$ cat src/aleb_pkg.sv
package aleb_pkg;

	// field widths of the instruction word
	localparam int unsigned WORD_W = 32;
	localparam int unsigned OPC_W = 6;
	localparam int unsigned REG_W = 5;
	localparam int unsigned TAIL_W = 11;
	localparam int unsigned IMM_W = 16;

	// instruction word, bit 0 of the encoding is the msb here
	typedef struct packed {
		logic [OPC_W-1:0] opcode;
		logic [REG_W-1:0] dst;
		logic [REG_W-1:0] src_a;
		logic [REG_W-1:0] src_b;
		logic [TAIL_W-1:0] tail;
	} aleb_instr_t;

	// positions inside the opcode field
	localparam int unsigned OPC_TYPEB_BIT = 3;
	localparam int unsigned OPC_KEEP_BIT = 2;
	localparam int unsigned OPC_CIN_BIT = 1;
	localparam int unsigned OPC_LSB_BIT = 0;
	localparam logic [1:0] OPC_ADD_TOP = 2'h0;
	localparam logic OPC_ADD_LSB = 1'h0;
	localparam logic [OPC_W-1:0] OPC_AND = 6'h21;
	localparam logic [OPC_W-1:0] OPC_ANDI = 6'h29;
	localparam logic [OPC_W-1:0] OPC_ANDN = 6'h23;
	localparam logic [OPC_W-1:0] OPC_ANDNI = 6'h2b;
	localparam logic [OPC_W-1:0] OPC_BEQ = 6'h27;
	localparam logic [OPC_W-1:0] OPC_BEQI = 6'h2f;

	// branch condition lives in the destination field
	localparam int unsigned BR_DELAY_BIT = 4;
	localparam logic [REG_W-2:0] BR_COND_EQ = 4'h0;

	localparam logic [TAIL_W-1:0] TAIL_ZERO = 11'h000;
	localparam logic [WORD_W-1:0] WORD_ZERO = 32'h00000000;
	localparam logic [WORD_W-1:0] PC_STEP = 32'h00000004;
	localparam logic [WORD_W-1:0] RESET_PC_DEFAULT = 32'h00000000;

	// operation selected by decode
	typedef enum logic [2:0] {
		OP_NONE,
		OP_ADD,
		OP_AND,
		OP_ANDN,
		OP_BEQ,
		OP_TRAP
	} aleb_op_t;

	// registered result of the execute stage
	typedef struct packed {
		logic valid;
		logic [REG_W-1:0] addr;
		logic [WORD_W-1:0] data;
	} aleb_wb_t;

endpackage : aleb_pkg

$ cat src/aleb_regfile.sv
`timescale 1ns/1ns
module aleb_regfile #(
	parameter int unsigned WIDTH = 32,
	parameter int unsigned DEPTH = 32,
	parameter int unsigned AW = $clog2(DEPTH)
) (
	// clock and reset
	input wire logic i_ref_clk,
	input wire logic i_arst_n,
	// read side
	input wire logic i_rd_en,
	input wire logic [AW-1:0] i_rd_addr_a,
	input wire logic [AW-1:0] i_rd_addr_b,
	output logic [WIDTH-1:0] o_rd_data_a,
	output logic [WIDTH-1:0] o_rd_data_b,
	// write side
	input wire logic i_wr_en,
	input wire logic [AW-1:0] i_wr_addr,
	input wire logic [WIDTH-1:0] i_wr_data
);

	initial
	begin
		if (DEPTH < 2 || (1 << AW) < DEPTH || WIDTH < 1)
			$error("aleb_regfile: unsupported size");
	end

	logic [WIDTH-1:0] mem [DEPTH];

	always_ff @(posedge i_ref_clk)
	begin
		if (i_wr_en)
			mem[i_wr_addr] <= i_wr_data;
	end

	// write-first so a result is seen by the very next instruction
	always_ff @(posedge i_ref_clk or negedge i_arst_n)
	begin
		if (!i_arst_n)
		begin
			o_rd_data_a <= '0;
			o_rd_data_b <= '0;
		end
		else if (i_rd_en)
		begin
			o_rd_data_a <= (i_wr_en && i_wr_addr == i_rd_addr_a) ? i_wr_data : mem[i_rd_addr_a];
			o_rd_data_b <= (i_wr_en && i_wr_addr == i_rd_addr_b) ? i_wr_data : mem[i_rd_addr_b];
		end
	end

endmodule : aleb_regfile

$ cat src/aleb_core.sv
`timescale 1ns/1ns
module aleb_core #(
	parameter logic [31:0] RESET_PC = aleb_pkg::RESET_PC_DEFAULT,
	parameter int unsigned ZERO_OPCODE_TRAP_PARAM = 0,
	parameter int unsigned RF_DEPTH = 32
) (
	// clock and reset
	input wire logic i_ref_clk,
	input wire logic i_arst_n,
	// instruction in
	input wire logic i_instr_valid,
	input wire logic [aleb_pkg::WORD_W-1:0] i_instr,
	output logic o_ready,
	// upper half from a preceding immediate prefix
	input wire logic i_imm_prefix_valid,
	input wire logic [aleb_pkg::IMM_W-1:0] i_imm_prefix_hi,
	// configuration
	input wire logic i_illegal_exc_en,
	// state
	output logic [aleb_pkg::WORD_W-1:0] o_program_counter,
	output logic o_status_carry_flag,
	// events
	output logic o_retire,
	output logic o_redirect,
	output logic [aleb_pkg::WORD_W-1:0] o_redirect_target,
	output logic o_illegal_trap,
	output logic o_wb_valid,
	output logic [aleb_pkg::REG_W-1:0] o_wb_addr,
	output logic [aleb_pkg::WORD_W-1:0] o_wb_data
);

	initial
	begin
		if (ZERO_OPCODE_TRAP_PARAM > 1)
			$error("aleb_core: trap parameter must be 0 or 1");
		if (RF_DEPTH != (1 << aleb_pkg::REG_W))
			$error("aleb_core: register file depth must match register field");
	end

	typedef enum logic [1:0] {
		ST_RUN,
		ST_BUBBLE,
		ST_SLOT
	} aleb_state_t;

	aleb_state_t state;
	aleb_state_t next_state;

	// execute stage holding
	logic exec_valid;
	aleb_pkg::aleb_instr_t exec_instr;
	logic exec_prefix_valid;
	logic [aleb_pkg::IMM_W-1:0] exec_prefix_hi;
	logic [aleb_pkg::WORD_W-1:0] slot_target;

	logic accept;
	logic [aleb_pkg::WORD_W-1:0] rd_a;
	logic [aleb_pkg::WORD_W-1:0] rd_b;

	// decode and execute
	aleb_pkg::aleb_op_t op;
	logic type_b;
	logic keep_carry;
	logic carry_in_sel;
	logic delay_slot;
	logic [aleb_pkg::WORD_W-1:0] imm_ext;
	logic [aleb_pkg::WORD_W-1:0] operand_b;
	logic [aleb_pkg::WORD_W:0] sum;
	logic [aleb_pkg::WORD_W-1:0] result;
	logic write_en;
	logic taken;
	logic [aleb_pkg::WORD_W-1:0] target;
	aleb_pkg::aleb_wb_t wb;

	assign accept = i_instr_valid && o_ready;

	aleb_regfile #(
		.WIDTH(aleb_pkg::WORD_W),
		.DEPTH(RF_DEPTH),
		.AW(aleb_pkg::REG_W)
	) u_regfile (
		.i_ref_clk(i_ref_clk),
		.i_arst_n(i_arst_n),
		.i_rd_en(accept),
		.i_rd_addr_a(i_instr[aleb_pkg::WORD_W-aleb_pkg::OPC_W-aleb_pkg::REG_W-1 -: aleb_pkg::REG_W]),
		.i_rd_addr_b(i_instr[aleb_pkg::TAIL_W +: aleb_pkg::REG_W]),
		.o_rd_data_a(rd_a),
		.o_rd_data_b(rd_b),
		.i_wr_en(write_en),
		.i_wr_addr(exec_instr.dst),
		.i_wr_data(result)
	);

	// capture of the instruction and its prefix
	always_ff @(posedge i_ref_clk or negedge i_arst_n)
	begin
		if (!i_arst_n)
		begin
			exec_valid <= 1'b0;
			exec_instr <= '0;
			exec_prefix_valid <= 1'b0;
			exec_prefix_hi <= '0;
		end
		else
		begin
			exec_valid <= accept;
			if (accept)
			begin
				exec_instr <= aleb_pkg::aleb_instr_t'(i_instr);
				exec_prefix_valid <= i_imm_prefix_valid;
				exec_prefix_hi <= i_imm_prefix_hi;
			end
		end
	end

	// decode
	always_comb
	begin
		op = aleb_pkg::OP_NONE;
		type_b = exec_instr.opcode[aleb_pkg::OPC_TYPEB_BIT];
		keep_carry = exec_instr.opcode[aleb_pkg::OPC_KEEP_BIT];
		carry_in_sel = exec_instr.opcode[aleb_pkg::OPC_CIN_BIT];
		delay_slot = exec_instr.dst[aleb_pkg::BR_DELAY_BIT];
		if (ZERO_OPCODE_TRAP_PARAM == 1 && i_illegal_exc_en && exec_instr == aleb_pkg::WORD_ZERO)
			op = aleb_pkg::OP_TRAP;
		else if (exec_instr.opcode[aleb_pkg::OPC_W-1 -: 2] == aleb_pkg::OPC_ADD_TOP
			&& exec_instr.opcode[aleb_pkg::OPC_LSB_BIT] == aleb_pkg::OPC_ADD_LSB)
		begin
			if (type_b || exec_instr.tail == aleb_pkg::TAIL_ZERO)
				op = aleb_pkg::OP_ADD;
		end
		else if (exec_instr.opcode == aleb_pkg::OPC_AND && exec_instr.tail == aleb_pkg::TAIL_ZERO)
			op = aleb_pkg::OP_AND;
		else if (exec_instr.opcode == aleb_pkg::OPC_ANDI)
			op = aleb_pkg::OP_AND;
		else if (exec_instr.opcode == aleb_pkg::OPC_ANDN && exec_instr.tail == aleb_pkg::TAIL_ZERO)
			op = aleb_pkg::OP_ANDN;
		else if (exec_instr.opcode == aleb_pkg::OPC_ANDNI)
			op = aleb_pkg::OP_ANDN;
		else if (exec_instr.opcode == aleb_pkg::OPC_BEQ && exec_instr.tail == aleb_pkg::TAIL_ZERO
			&& exec_instr.dst[aleb_pkg::REG_W-2:0] == aleb_pkg::BR_COND_EQ)
			op = aleb_pkg::OP_BEQ;
		else if (exec_instr.opcode == aleb_pkg::OPC_BEQI
			&& exec_instr.dst[aleb_pkg::REG_W-2:0] == aleb_pkg::BR_COND_EQ)
			op = aleb_pkg::OP_BEQ;
		if (!exec_valid)
			op = aleb_pkg::OP_NONE;
	end

	// operand b: register or extended immediate
	always_comb
	begin
		if (exec_prefix_valid)
			imm_ext = {exec_prefix_hi, exec_instr.src_b, exec_instr.tail};
		else
			imm_ext = {{(aleb_pkg::WORD_W-aleb_pkg::IMM_W){exec_instr.src_b[aleb_pkg::REG_W-1]}},
				exec_instr.src_b, exec_instr.tail};
		operand_b = type_b ? imm_ext : rd_b;
	end

	// 33-bit sum keeps the unsigned carry out of the msb
	always_comb
	begin
		sum = {1'b0, rd_a} + {1'b0, operand_b}
			+ {{aleb_pkg::WORD_W{1'b0}}, carry_in_sel & o_status_carry_flag};
	end

	// result and writeback
	always_comb
	begin
		result = '0;
		write_en = 1'b0;
		case (op)
			aleb_pkg::OP_ADD:
			begin
				result = sum[aleb_pkg::WORD_W-1:0];
				write_en = 1'b1;
			end
			aleb_pkg::OP_AND:
			begin
				result = rd_a & operand_b;
				write_en = 1'b1;
			end
			aleb_pkg::OP_ANDN:
			begin
				result = rd_a & ~operand_b;
				write_en = 1'b1;
			end
			default:
			begin
				result = '0;
				write_en = 1'b0;
			end
		endcase
	end

	// branch decision
	always_comb
	begin
		taken = (op == aleb_pkg::OP_BEQ) && (rd_a == aleb_pkg::WORD_ZERO);
		target = o_program_counter + operand_b;
	end

	// issue control: stall cycles after a taken branch
	always_comb
	begin
		next_state = state;
		o_ready = 1'b1;
		case (state)
			ST_RUN:
			begin
				if (taken)
				begin
					o_ready = 1'b0;
					next_state = delay_slot ? ST_SLOT : ST_BUBBLE;
				end
			end
			ST_BUBBLE:
			begin
				o_ready = 1'b0;
				next_state = ST_RUN;
			end
			ST_SLOT:
			begin
				if (exec_valid)
					next_state = ST_RUN;
			end
			default:
			begin
				next_state = ST_RUN;
			end
		endcase
	end

	always_ff @(posedge i_ref_clk or negedge i_arst_n)
	begin
		if (!i_arst_n)
			state <= ST_RUN;
		else
			state <= next_state;
	end

	// program counter
	always_ff @(posedge i_ref_clk or negedge i_arst_n)
	begin
		if (!i_arst_n)
			o_program_counter <= RESET_PC;
		else if (exec_valid)
		begin
			if (state == ST_SLOT)
				o_program_counter <= slot_target;
			else if (taken && !delay_slot)
				o_program_counter <= target;
			else
				o_program_counter <= o_program_counter + aleb_pkg::PC_STEP;
		end
	end

	// target parked while the delay slot runs
	always_ff @(posedge i_ref_clk or negedge i_arst_n)
	begin
		if (!i_arst_n)
			slot_target <= '0;
		else if (taken && delay_slot)
			slot_target <= target;
	end

	// carry flag
	always_ff @(posedge i_ref_clk or negedge i_arst_n)
	begin
		if (!i_arst_n)
			o_status_carry_flag <= 1'b0;
		else if (op == aleb_pkg::OP_ADD && !keep_carry)
			o_status_carry_flag <= sum[aleb_pkg::WORD_W];
	end

	// retire and trap pulses
	always_ff @(posedge i_ref_clk or negedge i_arst_n)
	begin
		if (!i_arst_n)
		begin
			o_retire <= 1'b0;
			o_illegal_trap <= 1'b0;
		end
		else
		begin
			o_retire <= exec_valid && op != aleb_pkg::OP_TRAP;
			o_illegal_trap <= op == aleb_pkg::OP_TRAP;
		end
	end

	// taken-branch report
	always_ff @(posedge i_ref_clk or negedge i_arst_n)
	begin
		if (!i_arst_n)
		begin
			o_redirect <= 1'b0;
			o_redirect_target <= '0;
		end
		else
		begin
			o_redirect <= taken;
			if (taken)
				o_redirect_target <= target;
		end
	end

	// writeback copy kept as one record
	always_ff @(posedge i_ref_clk or negedge i_arst_n)
	begin
		if (!i_arst_n)
			wb <= '0;
		else
		begin
			wb.valid <= write_en;
			if (write_en)
			begin
				wb.addr <= exec_instr.dst;
				wb.data <= result;
			end
		end
	end

	assign o_wb_valid = wb.valid;
	assign o_wb_addr = wb.addr;
	assign o_wb_data = wb.data;

endmodule : aleb_core

$ cat config.mk
export PLATFORM = sky130hd
export DESIGN_NAME = aleb_core
export DESIGN_NICKNAME = d
export VERILOG_FILES = /design/src/aleb_pkg.sv /design/src/aleb_regfile.sv /design/src/aleb_core.sv
export SDC_FILE = /design/constraint.sdc
export NUM_CORES = 2
export LEC_CHECK = 0
export BUFFER_PORTS_ARGS = -buffer_cell sky130_fd_sc_hd__buf_2
export CORE_ASPECT_RATIO = 1.4
export CORE_MARGIN = 3
export CORE_UTILIZATION = 58
export CTS_CLUSTER_DIAMETER = 150
export DETAILED_ROUTE_END_ITERATION = 10
export PLACE_DENSITY = 0.83
export SLEW_MARGIN = 20
export SYNTH_ARGS = -nofsm -noshare
export SYNTH_HDL_FRONTEND = slang
export SYNTH_SLANG_ARGS = --single-unit
$ cat constraint.sdc
create_clock -name i_ref_clk -period 11 [get_ports i_ref_clk]
set_input_delay 0.55 -clock i_ref_clk [delete_from_list [all_inputs] [get_ports i_ref_clk]]
set_output_delay 0.55 -clock i_ref_clk [all_outputs]
set_load 0.005 [all_outputs]
==> impl_metrics.json <==
{
  "status": "finished, final reports clean",
  "yosysTopAreaCell": "edfxtp_1",
  "tightest_slew_ns": 1.18,
  "syn_nets": 3978,
  "worst_skew_pair.late_latency_ns": 0.74,
  "hp-class": "input port to register",
  "synth_async_sr_flop_share_pct": 19.6,
  "htreeDepth": 3,
  "setup_viol": 0,
  "port_buffers": 158,
  "synthToLayoutAreaGrowth_pct": 10.6,
  "fin_skew_ns": 0.0277,
  "cts_root_buf": "clkbuf_16",
  "critical_path_arrival_ns": 5.79,
  "grtUsageTotal_pct": 37.0,
  "grt_pass1_vias": 42500,
  "wl_per_cell_um": 37.5,
  "synthesis.area_um2": 62800,
  "clockBufferDepth": 3,
  "first_pass_iters": 6,
  "dieArea_um2": 112000,
  "tns_ns": 0,
  "reg2reg_slack_ns": 5.39,
  "synth_top_area_share_pct": 49.0,
  "power.share.clock_pct": 35.7,
  "max-slew-margin-rel_pct": 21.0,
  "antenna_found_initial": 4,
  "clock-sinks": 1273,
  "post_cts_resized": 0,
  "clk_pin_slew_ns": 0.07,
  "yosysSeqAreaShare_pct": 58.9,
  "core_area_um2": 107000,
  "grt_first_pass_wirelength_um": 299000,
  "min_from": "i_imm_prefix_hi[11]",
  "critical_path.endpoint_type": "register",
  "rows": 142,
  "swShare_pct": 27.4,
  "drt-total-wl_um": 207000,
  "ios": 160,
  "fin_crit_sh_pct": 51.0,
  "start_kind": "register",
  "powerDensity_nw_per_um2": 166,
  "place.gp.congestion": 0.952,
  "initial_core_util_pct": 58.6,
  "netlist_instances": 3859,
  "synth_cell_types": 93,
  "via_per_inst": 7.56,
  "slew_violations": 0,
  "nets": 4087,
  "yosysWarnings": 0,
  "hpwl_um": 121000,
  "path_max_fanout": 51,
  "place_area_um2": 65500,
  "grt_max_degree": 113,
  "layout.cells.most_common_list": "edfxtp_1 (1024), mux4_2 (640), nand2_1 (371)",
  "path_class": "register to register",
  "vias": 41600,
  "ant_nets": 0,
  "cts_tree": "done",
  "drc": 0,
  "dieHeight_um": 395,
  "avgSynthCellArea_um2": 16.3,
  "ir_drop_uv": 124,
  "layout_min_cycle_time_ns": 5.61,
  "synth-main-ff-cell": "edfxtp_1",
  "final_common_cell": "edfxtp_1",
  "fmax_mhz": 178,
  "required_ns": 11.18,
  "synthTopCellsByArea": "edfxtp_1 (49%), mux4_2 (23%), dfrtp_1 (9.9%)",
  "p_sw_mw": 3.16,
  "max-cap-violations": 0,
  "comb_power_share_pct": 16.2,
  "fill_cells": 6872,
  "p_total_mw": 11.5,
  "p_seq_share_pct": 48.1,
  "die-width_um": 284,
  "startpoint": "exec_instr[29]",
  "drive_gt1_share_pct": 28.9,
  "drt_iter0_drc": 6279,
  "ys_ff_latch": 1273,
  "cts_inserted_buffers": 108,
  "fin_area_um2": 69400,
  "rsz0062_at_grt": "false",
  "grt_overflow": 0,
  "leakage_nw": 24.3,
  "synth_edf_count": 1024,
  "r2r_start": "exec_instr[29]",
  "intPower_mw": 8.38,
  "hold_violations": 0
}
[power by group through the flow]
stage                     clock (mW)  sequential, mW  combinational [mW]
final                           4.12            5.54                1.87
after detailed placement           0            5.63                1.82
after floorplan                    0            5.55                1.22
after global routing            4.31            5.55                2.00
after CTS                       4.14            5.53                1.84
after global placement             0            5.62                1.78
[cells in the mapped netlist, drive strengths merged (6+ instances only)]
cell type,instances
clkbuf,165
or3,9
o21a,14
a21oi,115
o32ai,6
a31oi,30
a21boi,8
nand2b,16
and2,13
dfrtp,249
nor2,147
xor2,44
edfxtp,1024
buf,103
mux2i,72
nor3,43
o211a,6
nand2,373
a21o,57
o211ai,25
xnor2,51
and3,28
nand4,20
a221o,10
nand3,69
mux2,23
inv,33
ha,63
or2,8
nor2b,11
nand3b,13
o21ai,209
nor4,26
a211oi,19
mux4,640
a211o,13
and4,6
o31ai,13
[metrics by stage]
stage	std cells	hold slack, ns	utilization, %	setup slack, ns
final	5505	0.0252	64.8	5.39
after detailed placement	5286	0.460	61.1	5.53
after CTS	5498	0.000451	64.7	5.55
after global routing	5505	0.0274	64.8	5.07
after floorplan	3859	0.254	-	5.80
after global placement	5284	0.454	61.1	5.65
[per-layer routing]
layer / wire (um) / global-route usage, % / share of wire, % / up-vias
li1: - / - / - / 15900
met1: 61600 / 43.9 / 30 / 20600
met2: 98700 / 59.5 / 48 / 4060
met3: 27500 / 9.01 / 13 / 1012
met4: 18700 / 26.6 / 9.1 / 2
met5: 9 / 0 / 0.0044 / -
[kinds of logic after synthesis]
logic type,share of synthesized area [%]
simple gates,5.86
compound gates,6.01
mux,24.5
buf+inv,2.02
xor+xnor,1.33
flops,58.9
other cells,0.00597
fa+ha+maj,1.35
[what timing repair did]
action	CTS	global route
setup buffers	0	0
endpoints found under the hold margin	117	0
hold buffers	8	0
[worst paths after layout]
| path | end | cells past startpoint |
|---|---|---|
| worst max-delay path | u_regfile.mem[8][31] | 12 |
| worst min-delay path | exec_prefix_hi[11] | 3 |
| worst max register to register | u_regfile.mem[8][31] | 12 |
| worst min register to register | o_redirect_target[3] | 2 |
| max in group asynchronous | o_wb_data[7] | 3 |
| min in group asynchronous | o_redirect_target[24] | 2 |
[registers in the layout, summed over array words and instances (netlist names), 2 cells and up]
signal,cells
exec_instr,25
exec_prefix_hi,16
o_program_counter,32
o_redirect_target,32
o_wb_addr,5
o_wb_data,32
slot_target,32
state,2
u_regfile.mem,1024
u_regfile.o_rd_data_a,32
u_regfile.o_rd_data_b,32
[final cells by class]
class / count / area [um2] / share of cell area [%]
inverter: 36 / 135 / 0.195
antenna: 3 / 7.51 / 0.0108
tap: 1440 / 1800 / 2.60
clock inverter: 68 / 797 / 1.15
multi-input combinational: 2282 / 25000 / 36.0
timing repair buffer: 267 / 1760 / 2.53
sequential: 1273 / 37000 / 53.3
clock buffer: 136 / 2960 / 4.26
[worst max-delay path, stage by stage (launching register included)]
cell	delay, ns
dfrtp_2	0.34
buf_4	0.52
mux2i_1	0.59
inv_1	0.17
ha_1	0.30
nand2b_1	0.09
a21oi_1	0.08
o41a_1	0.56
o211ai_1	0.64
a21oi_1	0.21
mux2i_1	0.15
a311oi_1	0.50
nand2_1	0.81
(Power assumes the default switching activity.)
